==> src/rtl/pgsl_regs.vh <==
`ifndef PGSL_REGS_VH
`define PGSL_REGS_VH
// ****************************************
// register indices, one 32-bit word each
// ****************************************
`define PGSL_IDX_STATUS 8'h08
`define PGSL_IDX_MASK 8'h0c
`define PGSL_IDX_CLEAR 8'h14
`define PGSL_IDX_ROUTE 8'h18
`define PGSL_IDX_CTRL 8'h32
`define PGSL_IDX_RAILS 8'h20
`define PGSL_IDX_STATE 8'h24
// ****************************************
// register byte addresses, four times the index so every word is aligned
// ****************************************
`define PGSL_OFF_STATUS 8'h20
`define PGSL_OFF_MASK 8'h30
`define PGSL_OFF_CLEAR 8'h50
`define PGSL_OFF_ROUTE 8'h60
`define PGSL_OFF_CTRL 8'hc8
`define PGSL_OFF_RAILS 8'h80
`define PGSL_OFF_STATE 8'h90
// ****************************************
// fields
// ****************************************
`define PGSL_CTRL_EN_BIT 7
`define PGSL_CTRL_BIDIR_BIT 5
`define PGSL_NEVT 7
`define PGSL_EVT_HICUR 0
`define PGSL_EVT_HITEMP 1
`define PGSL_EVT_PEC 2
`define PGSL_EVT_PARITY 3
`define PGSL_EVT_CRIT 4
`define PGSL_EVT_VINOV 5
`define PGSL_EVT_RAIL 6
`define PGSL_ROUTE_GSI 2'h1
`define PGSL_ROUTE_PG 2'h2
`define PGSL_ROUTE_RST 2'h1
`define PGSL_MASK_RST 7'h7f
`define PGSL_RAILS_RST 5'h1f
// ****************************************
// timing
// ****************************************
`define PGSL_LOW_PULSE_NS 1000
`define PGSL_CLK_NS 4
`define PGSL_LOW_PULSE_CYC ((`PGSL_LOW_PULSE_NS + `PGSL_CLK_NS - 1) / `PGSL_CLK_NS)
`endif

==> src/rtl/pgsl_sync.v <==
`timescale 1ns/1ps
// two-flop synchroniser for the shared line
module pgsl_sync (
   // clock and reset
   input wire aclk,
   input wire aresetn,
   // level in and out
   input wire d_in,
   output wire q_out
);
   reg meta_r;
   reg sync_r;
   // first flop feeds only the second; idle level of the line is high
   always @(posedge aclk) begin
      if (!aresetn) begin
         meta_r <= 1'b1;
         sync_r <= 1'b1;
      end else begin
         meta_r <= d_in;
         sync_r <= meta_r;
      end
   end
   assign q_out = sync_r;
endmodule // pgsl_sync

==> src/rtl/pgsl_lowdet.v <==
`timescale 1ns/1ps
// detects the line held low for a minimum number of cycles
module pgsl_lowdet #(
   parameter CYC = 250,
   parameter W = 16
) (
   // clock and reset
   input wire aclk,
   input wire aresetn,
   // control
   input wire arm,
   input wire line_low,
   output wire hit
);
   reg [W-1:0] cnt_r;
   // counter saturates so a long hold gives a single hit
   always @(posedge aclk) begin
      if (!aresetn || !arm || !line_low) begin
         cnt_r <= {W{1'b0}};
      end else if (cnt_r != CYC[W-1:0]) begin
         cnt_r <= cnt_r + 1'b1;
      end
   end
   assign hit = arm && line_low && (cnt_r == CYC[W-1:0] - 1'b1);
endmodule // pgsl_lowdet

==> src/rtl/pgsl_top.v <==
// Functional notes
// - high current, warning, pec, parity: route 01 alert low, 10 none; clear releases.
// - critical temperature drives both pins low; only power cycle releases (code also releases both pins when mask bit 4 is cleared).
// - mask only gates pin assertion; status and other actions unchanged.
// - control bit 5 selects pin type, 0 output only (default), 1 bidirectional.
// - pin type may be written once, before any regulator enable.
// - pin type behaves the same in secure and programmable modes.
// - output-only mode ignores the sampled line level, except that line high still arms the fault latch.
// - release power-good only with valid bulk supply and all enabled rails good.
// - at first power-up hold power-good low while status still updates.
// - enable command turns rails on, enters regulation, releases the line.
// - output-only mode stays in regulation once the line is high.
// - not-good fault after line high drives low and latches until a fresh enable after disable.
// - bidirectional behaviour starts only after an enable command.
// - bidirectional mode moves to link monitor once the line is seen high.
// - bidirectional line held low minimum width disables rails and drives low.
`timescale 1ns/1ps
`include "pgsl_regs.vh"
module pgsl_top #(
   parameter LOW_CYC = `PGSL_LOW_PULSE_CYC
) (
   // clock and reset
   input wire aclk,
   input wire aresetn,
   // axi4-lite write address
   input wire [7:0] s_axi_awaddr,
   input wire s_axi_awvalid,
   output wire s_axi_awready,
   // axi4-lite write data
   input wire [31:0] s_axi_wdata,
   input wire [3:0] s_axi_wstrb,
   input wire s_axi_wvalid,
   output wire s_axi_wready,
   // axi4-lite write response
   output reg [1:0] s_axi_bresp,
   output reg s_axi_bvalid,
   input wire s_axi_bready,
   // axi4-lite read address
   input wire [7:0] s_axi_araddr,
   input wire s_axi_arvalid,
   output wire s_axi_arready,
   // axi4-lite read data
   output reg [31:0] s_axi_rdata,
   output reg [1:0] s_axi_rresp,
   output reg s_axi_rvalid,
   input wire s_axi_rready,
   // supply and events
   input wire bulk_input_supply,
   input wire [4:0] rail_good,
   input wire [`PGSL_NEVT-1:0] evt_in,
   input wire rail_enable_pin,
   input wire secure_mode,
   // power-good open-drain pin, oe low while driving low
   input wire power_ok_line_i,
   output wire power_ok_line_o,
   output wire power_ok_line_oe_n,
   // status alert pin and rail enables
   output reg status_alert_n,
   output reg [4:0] rail_on
);
   // ****************************************
   // states
   // ****************************************
   localparam ST_CFG = 2'd0;
   localparam ST_REG = 2'd1;
   localparam ST_MON = 2'd2;
   localparam ST_OFF = 2'd3;

   reg [1:0] state_r;
   reg [1:0] state_nxt;
   reg [`PGSL_NEVT-1:0] status_r;
   reg [`PGSL_NEVT-1:0] mask_r;
   reg [1:0] route_r;
   reg [4:0] rails_en_r;
   reg bidir_r;
   reg cfg_locked_r;
   reg en_cmd_r;
   reg pg_low_r;
   reg pg_latch_r;
   reg seen_high_r;
   reg [7:0] waddr_r;
   reg [31:0] wdata_r;
   reg [3:0] wstrb_r;
   reg aw_have_r;
   reg w_have_r;

   wire line_sync;
   wire ext_low_hit;
   wire do_write;
   wire [`PGSL_NEVT-1:0] clr_bits;
   wire enable_req;
   wire power_ok;
   wire crit_seen;

   // ****************************************
   // line synchroniser and low-pulse detector
   // ****************************************
   pgsl_sync u_sync (
      .aclk(aclk),
      .aresetn(aresetn),
      .d_in(power_ok_line_i),
      .q_out(line_sync)
   );

   // armed only in bidirectional mode after enable; output-only ignores the line
   pgsl_lowdet #(.CYC(LOW_CYC), .W(16)) u_low (
      .aclk(aclk),
      .aresetn(aresetn),
      .arm(bidir_r && (state_r == ST_MON) && !pg_low_r),
      .line_low(!line_sync),
      .hit(ext_low_hit)
   );

   // ****************************************
   // axi4-lite slave
   // ****************************************
   assign s_axi_awready = !aw_have_r && !s_axi_bvalid;
   assign s_axi_wready = !w_have_r && !s_axi_bvalid;
   assign s_axi_arready = !s_axi_rvalid;
   assign do_write = aw_have_r && w_have_r && !s_axi_bvalid;

   // address and data may arrive in either order; held until both are in
   always @(posedge aclk) begin
      if (!aresetn) begin
         aw_have_r <= 1'b0;
         w_have_r <= 1'b0;
         waddr_r <= 8'h00;
         wdata_r <= 32'h0;
         wstrb_r <= 4'h0;
         s_axi_bvalid <= 1'b0;
         s_axi_bresp <= 2'h0;
      end else begin
         if (s_axi_awvalid && s_axi_awready) begin
            aw_have_r <= 1'b1;
            waddr_r <= s_axi_awaddr;
         end
         if (s_axi_wvalid && s_axi_wready) begin
            w_have_r <= 1'b1;
            wdata_r <= s_axi_wdata;
            wstrb_r <= s_axi_wstrb;
         end
         if (do_write) begin
            aw_have_r <= 1'b0;
            w_have_r <= 1'b0;
            s_axi_bvalid <= 1'b1;
            s_axi_bresp <= is_mapped(waddr_r) ? 2'h0 : 2'h2;
         end else if (s_axi_bvalid && s_axi_bready) begin
            s_axi_bvalid <= 1'b0;
         end
      end
   end

   function is_mapped;
      input [7:0] a;
      begin
         is_mapped = (a == `PGSL_OFF_STATUS) || (a == `PGSL_OFF_MASK) ||
            (a == `PGSL_OFF_CLEAR) || (a == `PGSL_OFF_ROUTE) ||
            (a == `PGSL_OFF_CTRL) || (a == `PGSL_OFF_RAILS) || (a == `PGSL_OFF_STATE);
      end
   endfunction

   function wr_hit;
      input [7:0] off;
      begin
         wr_hit = do_write && (waddr_r == off) && wstrb_r[0];
      end
   endfunction

   // read data path; unmapped addresses answer slverr with zero data
   always @(posedge aclk) begin
      if (!aresetn) begin
         s_axi_rvalid <= 1'b0;
         s_axi_rdata <= 32'h0;
         s_axi_rresp <= 2'h0;
      end else if (s_axi_arvalid && s_axi_arready) begin
         s_axi_rvalid <= 1'b1;
         s_axi_rresp <= is_mapped(s_axi_araddr) ? 2'h0 : 2'h2;
         case (s_axi_araddr)
            `PGSL_OFF_STATUS: s_axi_rdata <= {25'h0, status_r};
            `PGSL_OFF_MASK: s_axi_rdata <= {25'h0, mask_r};
            `PGSL_OFF_ROUTE: s_axi_rdata <= {30'h0, route_r};
            `PGSL_OFF_CTRL: s_axi_rdata <= {24'h0, en_cmd_r, 1'b0, bidir_r, 5'h0};
            `PGSL_OFF_RAILS: s_axi_rdata <= {27'h0, rails_en_r};
            `PGSL_OFF_STATE: s_axi_rdata <= {26'h0, cfg_locked_r, pg_latch_r,
               pg_low_r, seen_high_r, state_r};
            default: s_axi_rdata <= 32'h0;
         endcase
      end else if (s_axi_rvalid && s_axi_rready) begin
         s_axi_rvalid <= 1'b0;
      end
   end

   // ****************************************
   // configuration registers
   // ****************************************
   assign enable_req = rail_enable_pin || en_cmd_r;

   // pin type locks at the first enable of either kind
   always @(posedge aclk) begin
      if (!aresetn) begin
         bidir_r <= 1'b0;
         cfg_locked_r <= 1'b0;
         en_cmd_r <= 1'b0;
         mask_r <= `PGSL_MASK_RST;
         route_r <= `PGSL_ROUTE_RST;
         rails_en_r <= `PGSL_RAILS_RST;
      end else begin
         if (enable_req)
            cfg_locked_r <= 1'b1;
         if (wr_hit(`PGSL_OFF_CTRL)) begin
            en_cmd_r <= wdata_r[`PGSL_CTRL_EN_BIT];
            // one mode bit, independent of secure or programmable mode
            if (!cfg_locked_r && !enable_req)
               bidir_r <= wdata_r[`PGSL_CTRL_BIDIR_BIT];
         end else if (ext_low_hit) begin
            en_cmd_r <= 1'b0; // host low pulse acts as disable
         end
         if (wr_hit(`PGSL_OFF_MASK))
            mask_r <= wdata_r[`PGSL_NEVT-1:0];
         if (wr_hit(`PGSL_OFF_ROUTE))
            route_r <= wdata_r[1:0];
         if (wr_hit(`PGSL_OFF_RAILS))
            rails_en_r <= wdata_r[4:0];
      end
   end

   // ****************************************
   // event status, sticky; set wins over clear
   // ****************************************
   assign clr_bits = wr_hit(`PGSL_OFF_CLEAR) ? wdata_r[`PGSL_NEVT-1:0] : {`PGSL_NEVT{1'b0}};
   assign crit_seen = status_r[`PGSL_EVT_CRIT];

   // status keeps updating regardless of mask or state
   always @(posedge aclk) begin
      if (!aresetn) begin
         status_r <= {`PGSL_NEVT{1'b0}};
      end else begin
         // critical bit survives clear; only reset (power cycle) drops it
         status_r <= evt_in | (status_r & ~clr_bits) |
            ({`PGSL_NEVT{1'b0}} | (crit_seen << `PGSL_EVT_CRIT));
      end
   end

   // alert pin: mask gates only the pin, never the status
   always @(posedge aclk) begin
      if (!aresetn) begin
         status_alert_n <= 1'b1;
      end else begin
         status_alert_n <= !(((route_r == `PGSL_ROUTE_GSI) &&
            |(status_r & mask_r & ~(7'h1 << `PGSL_EVT_CRIT))) ||
            (crit_seen && mask_r[`PGSL_EVT_CRIT]));
      end
   end

   // ****************************************
   // power state machine
   // ****************************************
   assign power_ok = bulk_input_supply &&
      ((rail_good & rails_en_r) == rails_en_r) && !status_r[`PGSL_EVT_VINOV];

   always @* begin
      state_nxt = state_r;
      case (state_r)
         ST_CFG: if (enable_req) state_nxt = ST_REG;
         ST_REG: begin
            if (!enable_req || ext_low_hit)
               state_nxt = ST_OFF;
            else if (line_sync && !pg_low_r && bidir_r)
               state_nxt = ST_MON;
            // output-only stays here once high
         end
         ST_MON: if (!enable_req || ext_low_hit) state_nxt = ST_OFF;
         ST_OFF: if (enable_req) state_nxt = ST_REG;
         default: state_nxt = ST_CFG;
      endcase
   end

   // seen_high marks the line high after regulation; in both modes it arms the fault latch
   always @(posedge aclk) begin
      if (!aresetn) begin
         state_r <= ST_CFG;
         seen_high_r <= 1'b0;
         pg_latch_r <= 1'b0;
         rail_on <= 5'h0;
      end else begin
         state_r <= state_nxt;
         rail_on <= ((state_nxt == ST_REG) || (state_nxt == ST_MON)) ? rails_en_r : 5'h0;
         if (state_r == ST_CFG || state_r == ST_OFF)
            seen_high_r <= 1'b0;
         else if (line_sync && !pg_low_r)
            seen_high_r <= 1'b1;
         // fault after line high latches; cleared by a fresh enable after disable
         if (seen_high_r && !power_ok && (state_r != ST_OFF))
            pg_latch_r <= 1'b1;
         else if (state_r == ST_OFF && state_nxt == ST_REG)
            pg_latch_r <= 1'b0;
      end
   end

   // ****************************************
   // power-good pin drive
   // ****************************************
   // low before enable, when off, when latched, when power not ok, or on an unmasked critical event; routed events never
   always @(posedge aclk) begin
      if (!aresetn) begin
         pg_low_r <= 1'b1;
      end else begin
         pg_low_r <= (state_nxt == ST_CFG) || (state_nxt == ST_OFF) ||
            pg_latch_r || !power_ok ||
            (crit_seen && mask_r[`PGSL_EVT_CRIT]) ||
            ((route_r == `PGSL_ROUTE_PG) && 1'b0);
      end
   end

   // release means float; the board pull-up sets the high level
   assign power_ok_line_o = 1'b0;
   assign power_ok_line_oe_n = !pg_low_r;
endmodule // pgsl_top

==> config.mk <==
export PLATFORM = sky130hd
export DESIGN_NAME = pgsl_top
export DESIGN_NICKNAME = d
export VERILOG_FILES = /design/src/rtl/pgsl_sync.v /design/src/rtl/pgsl_lowdet.v /design/src/rtl/pgsl_top.v
export VERILOG_INCLUDE_DIRS = /design/src /design/src/rtl
export SDC_FILE = /design/constraint.sdc
export NUM_CORES = 1
export LEC_CHECK = 0
export BUFFER_PORTS_ARGS = -buffer_cell sky130_fd_sc_hd__buf_2
export CAP_MARGIN = 0
export CORE_MARGIN = 2
export CORE_UTILIZATION = 45
export DETAILED_ROUTE_END_ITERATION = 8
export GPL_TIMING_DRIVEN = 0
export PLACE_DENSITY = 0.71
export SLEW_MARGIN = 20
export SYNTH_ARGS = -nofsm -noshare
export SYNTH_HDL_FRONTEND = slang
export SYNTH_SLANG_ARGS = --single-unit
==> constraint.sdc <==
create_clock -name aclk -period 4.4 [get_ports aclk]
set_input_delay 0.66 -clock aclk [delete_from_list [all_inputs] [get_ports aclk]]
set_output_delay 0.66 -clock aclk [all_outputs]
set_load 0.1 [all_outputs]
# Yosys cells after proc, flatten, opt, wreduce, memory -nomap -nowiden
# Index checks and enable logic that the tools add are counted.
dict set report totals {
  ff_bits 110
  out_inout_bits 49
  word_cells 157
}
dict set report op_classes {
  add_sub_neg 1
  n_eq_ne 25
  mux 17
  bitwise 7
  reduce_logical 81
}
# cell count
set op_table {}
lappend op_table {{8-bit equality test, second input constant} 6}
lappend op_table {{8-bit one-hot mux with 6 select lines} 1}
lappend op_table {{1-bit logical AND} 33}
lappend op_table {{8-bit by 6-bit equality test with 1-bit output, second input constant} 4}
lappend op_table {{8-bit by 7-bit equality test with 1-bit output, second input constant} 4}
lappend op_table {{1-bit logical OR} 23}
lappend op_table {{16-bit by 1-bit adder with 16-bit output, second input constant} 1}
lappend op_table {{16-bit by 8-bit equality test with 1-bit output, second input constant} 1}
lappend op_table {{16-bit by 8-bit != test with 1-bit output, second input constant} 1}
lappend op_table {{7-bit bitwise AND} 2}
lappend op_table {{1-bit zero test} 13}
lappend op_table {{2-bit two-way mux} 6}
lappend op_table {{2-bit equality test, second input constant} 4}
lappend op_table {{1-bit two-way mux} 8}
lappend op_table {{2-bit nonzero test} 4}
lappend op_table {{7-bit two-way mux} 1}
lappend op_table {{7-bit NOT} 1}
lappend op_table {{7-bit by 5-bit OR with 7-bit output} 1}
lappend op_table {{7-bit OR} 1}
lappend op_table {{2-bit by 1-bit equality test with 1-bit output, second input constant} 3}
lappend op_table {{2-bit one-hot mux with 3 select lines} 1}
lappend op_table {{2-bit OR reduction} 3}
lappend op_table {{6-bit OR reduction} 1}
lappend op_table {{5-bit bitwise AND} 1}
lappend op_table {{other kinds (5)} 7}

# Logic depth before layout (Yosys ltp)
# Gate-level depths: netlist (run 1).
dict set report depth {
  word_depth 13
  mapped_depth 9
  depth_no_buf 8
}

# Hierarchy
# From an unflattened synthesis (run 1), not the netlist that was laid out.
dict set report hier_totals {
  cells_unflattened 470
  hier_area_um2 4083.9
}
# module n_inst cells_per_inst area_each_um2
set modules_own_cells {}
lappend modules_own_cells {pgsl_top 1 368 3161.8}
lappend modules_own_cells {pgsl_lowdet 1 98 869.6}
lappend modules_own_cells {pgsl_sync 1 4 52.6}

# Worst setup path after synthesis (run 1)
# Ideal clock, no wire load.
dict set report synth_path {
  path_type {register to output}
  start {register s_axi_bvalid}
  end {output s_axi_awready}
  arrival_time_ps 2109
  required_ps 3740
  path_slack_ps 1631
  stages_incl_launch_ff 2
  path_buffers 0
  path_cell_list {dfxtp_1 -> nor2_1}
}
dict set report synth_between {
  elab_chain_cells 2
}
# item line_no
set synth_lines {}
lappend synth_lines {{start, declared} pgsl_top.v:36} ;# output reg s_axi_bvalid,
lappend synth_lines {{start signal, assigned} pgsl_top.v:130} ;# s_axi_bvalid <= 1'b0;
lappend synth_lines {{start signal, assigned} pgsl_top.v:145} ;# s_axi_bvalid <= 1'b1;
lappend synth_lines {{start signal, assigned} pgsl_top.v:148} ;# s_axi_bvalid <= 1'b0;
lappend synth_lines {{1-bit zero test} pgsl_top.v:117} ;# assign s_axi_awready = !aw_have_r && !s_axi_bvalid;
lappend synth_lines {{1-bit logical AND} pgsl_top.v:117}
lappend synth_lines {{end, declared} pgsl_top.v:28} ;# output wire s_axi_awready,
# Every way passes these cells.

# Final worst setup path (run 1)
dict set report layout_path {
  start {register u_low.cnt_r[2]}
  end {register pg_low_r}
}
dict set report layout_between {
  elab_chain_cells 10
  word_cells_on_any_way 12
  classes_between {eq/ne: 2; mux: 3; reduce/logical: 7}
}
# item line_no
set layout_lines {}
lappend layout_lines {{start, declared} pgsl_lowdet.v:15} ;# reg [W-1:0] cnt_r;
lappend layout_lines {{start signal, assigned} pgsl_lowdet.v:19} ;# cnt_r <= {W{1'b0}};
lappend layout_lines {{start signal, assigned} pgsl_lowdet.v:21} ;# cnt_r <= cnt_r + 1'b1;
lappend layout_lines {{16-bit by 8-bit equality test with 1-bit output *} pgsl_lowdet.v:24} ;# assign hit = arm && line_low && (cnt_r == CYC[W-1:0] - 1'b1);
lappend layout_lines {{1-bit logical AND *} pgsl_lowdet.v:24}
lappend layout_lines {{1-bit logical OR *} {pgsl_top.v:266, pgsl_top.v:272}}
lappend layout_lines {{2-bit two-way mux, on equally long branches} {pgsl_top.v:272, pgsl_top.v:266}}
lappend layout_lines {{2-bit one-hot mux with 3 select lines *} pgsl_top.v:263} ;# case (state_r)
lappend layout_lines {{2-bit equality test or 2-bit zero test (tied branches)} pgsl_top.v:308} ;# pg_low_r <= (state_nxt == ST_CFG) || (state_nxt == ST_OFF) ||
lappend layout_lines {{1-bit logical OR * (2 in a row)} pgsl_top.v:308}
lappend layout_lines {{1-bit logical OR *} pgsl_top.v:309} ;# pg_latch_r || !power_ok ||
lappend layout_lines {{1-bit logical OR *} pgsl_top.v:308}
lappend layout_lines {{end signal, assigned} pgsl_top.v:308}
lappend layout_lines {{end, declared} pgsl_top.v:78} ;# reg pg_low_r;
# Every way passes the cells marked *; elsewhere a longest branch is shown, timed or not.
# A chain may end at the register's enable or synchronous reset.

==> flow_summary.yaml, run 1 <==
logic_synthesis:
  syn_area_um2: 4084
  syn_area_per_cell_um2: 8.995
  synth.distinct_cells: 62
  synth.yosys.seq_area_share_pct: 41.18
  synth_cells: 454
  synth_edf_count: 0
  ys_ff_latch: 84
  synthArstFlopShare_pct: 0
  yosys_most_used_dff: "dfxtp_1"
  yosys_warnings: 0
critical_path:
  critPathBufInv: 2
  cp.depth: 9
  reg2reg_slack_ns: 1.76
  cpPeakStageDelay_ns: 0.35
  required_ns: 4.59
  startpoint_type: "flop"
  crit_path_end_kind: "flop"
  cp.arrival_ns: 2.83
  cp_slowest_cell: "ha_1"
  cp_cell_sequence: "clkbuf_1 -> nor4_1 -> and4_1 -> clkbuf_1 -> and3_1 -> o41ai_1 -> ha_1 -> nor4_1 -> nand4_1"
  critPathMaxFanout: 8
  crit_type: "reg2reg"
  path_delay_family: "simple AND/OR/NAND/NOR gates"
  worstRegToRegCells: 9
sta:
  period_share_pct: 59.91
  setup_viol: 0
  min_period_ns: 2.636
  rsz0062_at_grt: "false"
  fin_tns_setup_ns: 0
  slew_headroom_pct: 38.27
  clock.fmax_mhz: 379.4
  drv_slew: 0
  hold_viol: 0
  finClkSkew_ns: 0.01262
  worst_pin_slew_ns: 0.9182
clocking:
  clk_latency_ns: 0.35
  cts_tree: "yes"
  h-tree-depth: 3
  cts_root_buffer: "clkbuf_8"
  cts_buffers: 9
  clkSinkCount: 84
  cts_setup_buffers: 0
  post_cts_resized: 0
  cts.clk_slew.worst_paths_ns: 0.09
  cts_hold_buf: 0
  clock_path_buffers: 2
die:
  ios: 124
  die_h_um: 99.27
  design.core.area_um2: 8763
  die_w_um: 99.27
  die-area_um2: 9854
  start_util_pct: 46.60
  num_rows: 34
layout:
  final_cell_mix: "dfxtp_1, buf_2, nor2_1"
  syn2layout_area_growth_pct: 19.06
  final_nets: 640
  stdcell_count: 670
  layout_commonest_cell: "dfxtp_1"
  n_fill_cell: 837
  drive_above_1_share_pct: 21.00
  multiInputGateArea_um2: 2148
  ff_latch_area_um2: 1682
  diodes: 0
drt:
  route.detailed.drc: 0
  drtIter0Drc: 235
  viasPerCell: 5.276
  antenna_left: 0
  wirelength_mm: 9.529
  avgRoutedWirePerCell_um: 14.22
  first_pass_iters: 5
  vias: 3535
power_and_ir_drop:
  vdd_drop_max_mv: 0.2769
  power_mw: 2.041
  p_leak_nw: 1.969
  power.density_nw_per_um2: 419.7
outcome:
  run_status: "complete, no violations"
min_path:
  min_path_type: "reg2reg"
  whs_path_depth: 1
place:
  hpwl_mm: 7.197
  dp_cells: 654
  place.port_buffers: 66
  globalplace.congestion: 0.9098
job:
  drv_cap: 0
grt:
  antenna_found_initial: 0
  grt_start_max_net_pins: 16
  grt_overflow_total: 0
  grt_usage_pct: 19.78
  grt_pass1_wl_mm: 15.81
  grt_pass1_vias: 3260
[worst reg2reg max path: cells and delay by family (launching register included)]
family / cells / cell delay (ns)
adder cells (fa/ha/maj): 1 / 0.35
AND/OR/NAND/NOR: 5 / 1.28
AO/OA/AOI/OAI: 1 / 0.12
flip-flops: 1 / 0.31
buffers and inverters: 2 / 0.42
[where the power goes]
group / internal [mW] / leakage (nW) / total, mW / switching [mW]
Combinational: 0.175 / 1.18 / 0.618 / 0.444
Clock: 0.282 / 0.0991 / 0.572 / 0.290
Sequential: 0.811 / 0.687 / 0.851 / 0.0399
[kinds of logic (layout without fill, tap and decap cells)]
kind of cell	Yosys count	count (layout)	share of synthesized area [%]
compound gates	88	88	15.60
xor+xnor	11	11	2.359
fa+ha+maj	8	8	2.451
buf+inv	68	150	8.762
flops	84	84	41.18
mux	27	27	6.618
other cells	1	27	0.09182
simple gates	167	167	22.95
[flip-flops by register name, summed over array words and instances (netlist names), 2 cells and up]
name,flops
wdata_r,8
route_r,2
s_axi_rdata,8
u_low.cnt_r,16
mask_r,7
rails_en_r,5
rail_on,5
waddr_r,8
state_r,2
status_r,7
[cell usage after synthesis, types with 4 or more instances]
master | count | share of area (%)
a21o_1 | 5 | 0.92
a21oi_1 | 14 | 1.7
a221oi_1 | 7 | 1.5
a22oi_1 | 9 | 1.7
a31oi_1 | 6 | 0.92
and2_1 | 7 | 1.1
and3_1 | 4 | 0.61
buf_4 | 27 | 5.0
clkbuf_1 | 16 | 1.5
dfxtp_1 | 84 | 41
ha_1 | 8 | 2.5
inv_1 | 21 | 1.9
mux2i_1 | 27 | 6.6
nand2_1 | 25 | 2.3
nand2b_1 | 10 | 1.5
nand3_1 | 11 | 1.3
nand3b_1 | 9 | 1.7
nand4_1 | 6 | 0.92
nor2_1 | 44 | 4.0
nor2b_1 | 7 | 1.1
nor3_1 | 4 | 0.49
nor4_1 | 13 | 2.0
nor4b_1 | 4 | 0.86
o21ai_0 | 14 | 1.7
o31a_1 | 6 | 1.3
or3_1 | 6 | 0.92
xnor2_1 | 7 | 1.5
xor2_1 | 4 | 0.86
[area by class of cell]
type / instances / share of cell area (%)
Tap cell: 108 / 2.779
Clock buffer: 10 / 2.831
Timing Repair Buffer: 66 / 6.794
Clock inverter: 6 / 1.467
Multi-Input combinational cell: 328 / 44.18
Buffer: 46 / 5.661
Inverter: 22 / 1.698
Sequential cell: 84 / 34.59
[final timing paths]
path                        from            to
hold reg to reg    u_sync.meta_r  u_sync.q_out
hold / removal     u_sync.meta_r  u_sync.q_out
setup / recovery  u_low.cnt_r[2]      pg_low_r
setup reg to reg  u_low.cnt_r[2]      pg_low_r
[routing by layer]
layer | vias to the layer above | global-route usage, % | wire (um)
met5 | - | 0 | 0
met4 | 0 | 4.847 | 73
met3 | 8 | 4.076 | 631
met2 | 123 | 31.76 | 4319
met1 | 1618 | 27.43 | 4505
li1 | 1786 | - | -
[per-stage QoR]
| stage | setup WS [ns] | utilization, % | hold WS [ns] | cell area (um2) |
|---|---|---|---|---|
| floorplan | 1.631 | - | 0.3863 | 4182 |
| CTS | 1.777 | 55.41 | 0.4321 | 4856 |
| detailed placement | 1.758 | 53.03 | 0.4165 | 4647 |
| global placement | 1.756 | 53.03 | 0.3950 | 4647 |
| global route | 1.651 | 55.48 | 0.4488 | 4862 |
| finish | 1.764 | 55.48 | 0.4280 | 4862 |
(Power assumes the default switching activity.)
==> inputs of run 2 (changes only) <==
--- a/config.mk
+++ b/config.mk
@@ -6,13 +6,14 @@
 export SDC_FILE = /design/constraint.sdc
 export NUM_CORES = 1
 export LEC_CHECK = 0
+export ABC_AREA = 1
 export BUFFER_PORTS_ARGS = -buffer_cell sky130_fd_sc_hd__buf_2
 export CAP_MARGIN = 0
 export CORE_MARGIN = 2
 export CORE_UTILIZATION = 45
 export DETAILED_ROUTE_END_ITERATION = 8
 export GPL_TIMING_DRIVEN = 0
-export PLACE_DENSITY = 0.71
+export PLACE_DENSITY = 0.74
 export SLEW_MARGIN = 20
 export SYNTH_ARGS = -nofsm -noshare
 export SYNTH_HDL_FRONTEND = slang
==> constraint.sdc (replaced) <==
create_clock -name aclk -period 2.31 [get_ports aclk]
set_input_delay 0.3465 -clock aclk [delete_from_list [all_inputs] [get_ports aclk]]
set_output_delay 0.3465 -clock aclk [all_outputs]
set_load 0.1 [all_outputs]
==> flow_summary.yaml, run 2 <==
outcome:
  run_status: "complete, no violations"
drt:
  first_pass_iters: 5
  avgRoutedWirePerCell_um: 12.61
  route.detailed.drc: 0
  wirelength_mm: 9.775
  viasPerCell: 4.957
  drtIter0Drc: 189
  vias: 3842
  antenna_left: 0
clocking:
  clock_path_buffers: 2
  cts_hold_buf: 0
  cts_tree: "yes"
  clkSinkCount: 84
  cts_buffers: 9
  cts_setup_buffers: 0
  cts.clk_slew.worst_paths_ns: 0.09
  cts_root_buffer: "clkbuf_8"
  h-tree-depth: 3
  clk_latency_ns: 0.35
  post_cts_resized: 0
critical_path:
  r2r_start: "state_r[0]"
  crit_path_end_kind: "flop"
  cp.arrival_ns: 2.30
  startpoint_type: "flop"
  worstSetupStartpoint: "state_r[0]"
  critPathMaxFanout: 5
  crit_type: "reg2reg"
  reg2reg_slack_ns: 0.23
  required_ns: 2.53
die:
  ios: 124
  num_rows: 34
  die-area_um2: 9825
  die_w_um: 99.12
  start_util_pct: 46.46
  die_h_um: 99.12
  design.core.area_um2: 8763
layout:
  finish.utilization_pct: 55.31
  layout_commonest_cell: "nand2_1"
  diodes: 0
  final_cell_mix: "nand2_1, dfxtp_1, buf_2, inv_1, nor2_1"
  n_fill_cell: 849
  multiInputGateArea_um2: 1969
  stdcell_count: 775
  largest_reg_flops: 16
  top_register: "u_low.cnt_r"
  ff_latch_area_um2: 1685
  final_nets: 745
  drive_above_1_share_pct: 22.79
  syn2layout_area_growth_pct: 19.05
job:
  drv_cap: 0
sta:
  slew_headroom_pct: 57.03
  min_period_ns: 2.081
  hold_viol: 0
  drv_slew: 0
  period_share_pct: 90.07
  whs_ns: 0.2072
  setup_ws_ns: 0.2293
  worst_pin_slew_ns: 0.6446
  setup_viol: 0
  clock.fmax_mhz: 480.6
  finClkSkew_ns: 0.01250
  fin_tns_setup_ns: 0
logic_synthesis:
  ys_ff_latch: 84
  yosysTopAreaCell: "dfxtp_1"
  synthArstFlopShare_pct: 0
  synth_most_common_cell: "nand2_1"
  syn_area_per_cell_um2: 7.310
  synth_area_leaders: "dfxtp_1, nand2_1, a21oi_1, inv_1, nand3_1"
  synthTopCellsByCount: "nand2_1, dfxtp_1, inv_1, nor2_1, a21oi_1"
  synth_edf_count: 0
  syn_area_um2: 4071
  yosys_warnings: 0
  synth_cells: 557
  yosys_most_used_dff: "dfxtp_1"
  synth_top_area_share_pct: 41.30
  synth.distinct_cells: 40
  synth.yosys.seq_area_share_pct: 41.30
place:
  dp_cells: 759
  globalplace.congestion: 0.8900
  hpwl_mm: 7.632
  place.port_buffers: 68
  dp_slack_ns: 0.1236
grt:
  grt_pass1_vias: 3507
  grt_pass1_wl_mm: 15.93
  grt_start_max_net_pins: 16
  grt_usage_pct: 20.11
  antenna_found_initial: 0
  grt_overflow_total: 0
power_and_ir_drop:
  power.density_nw_per_um2: 771.6
  p_leak_nw: 2.255
  vdd_drop_max_mv: 0.4166
min_path:
  min_path_type: "in2reg"
  min_from: "power_ok_line_i"
[run 2: metrics by stage]
| step | instance area [um2] | power, mW |
|---|---|---|
| floorplan | 4179 | 2.581 |
| finish | 4847 | 3.740 |
| detailed placement | 4654 | 2.793 |
| CTS | 4840 | 3.755 |
| global route | 4847 | 3.940 |
| global placement | 4654 | 2.768 |
[run 2: final timing paths]
check / to / depth (start not counted)
max: pg_low_r / 15
min: u_sync.meta_r / 2
max reg2reg: pg_low_r / 15
min reg2reg: u_sync.q_out / 1
[run 2: layer usage]
metal | part of all wire, % | GRT usage [%]
met1 | 47 | 27.10
met2 | 45 | 32.38
met3 | 7.2 | 3.935
met4 | 1.5 | 6.955
met5 | 0 | 0
[run 2: final cells by class]
cell class / instances / share of cell area, %
Clock inverter: 6 / 0.9809
Sequential cell: 84 / 34.77
Clock buffer: 10 / 2.839
Tap cell: 108 / 2.788
Buffer: 41 / 5.524
Inverter: 69 / 5.447
Multi-Input combinational cell: 389 / 40.63
Timing Repair Buffer: 68 / 7.021
[run 2: critical path, cell delays in order, from the launching register on]
cell and delay, ns:
dfxtp_2 0.36, inv_1 0.12, ha_1 0.20, nand2_1 0.06, inv_1 0.05, nand2_1 0.06, nor2_1 0.13, nand3_2 0.15
nand3_1 0.11, nand2_1 0.06, nand2_1 0.05, nand2_1 0.06, inv_1 0.06, ha_1 0.23, nor3_1 0.17, nand3_1 0.09
[run 2: power by group]
part / leakage, nW / internal (mW) / switching [mW] / total, mW
sequential: 0.689 / 1.56 / 0.0794 / 1.64
clock: 0.0811 / 0.425 / 0.541 / 0.966
combinational: 1.48 / 0.253 / 0.882 / 1.13
[run 2: logic make-up after synthesis]
family / Yosys count / share of synthesized area, %
AND/OR/NAND/NOR: 240 / 27.75
buffers and inverters: 110 / 12.97
AO/OA/AOI/OAI: 113 / 15.21
adder cells (fa/ha/maj): 8 / 2.459
XOR/XNOR: 1 / 0.2152
flip-flops: 84 / 41.30
other: 1 / 0.09211
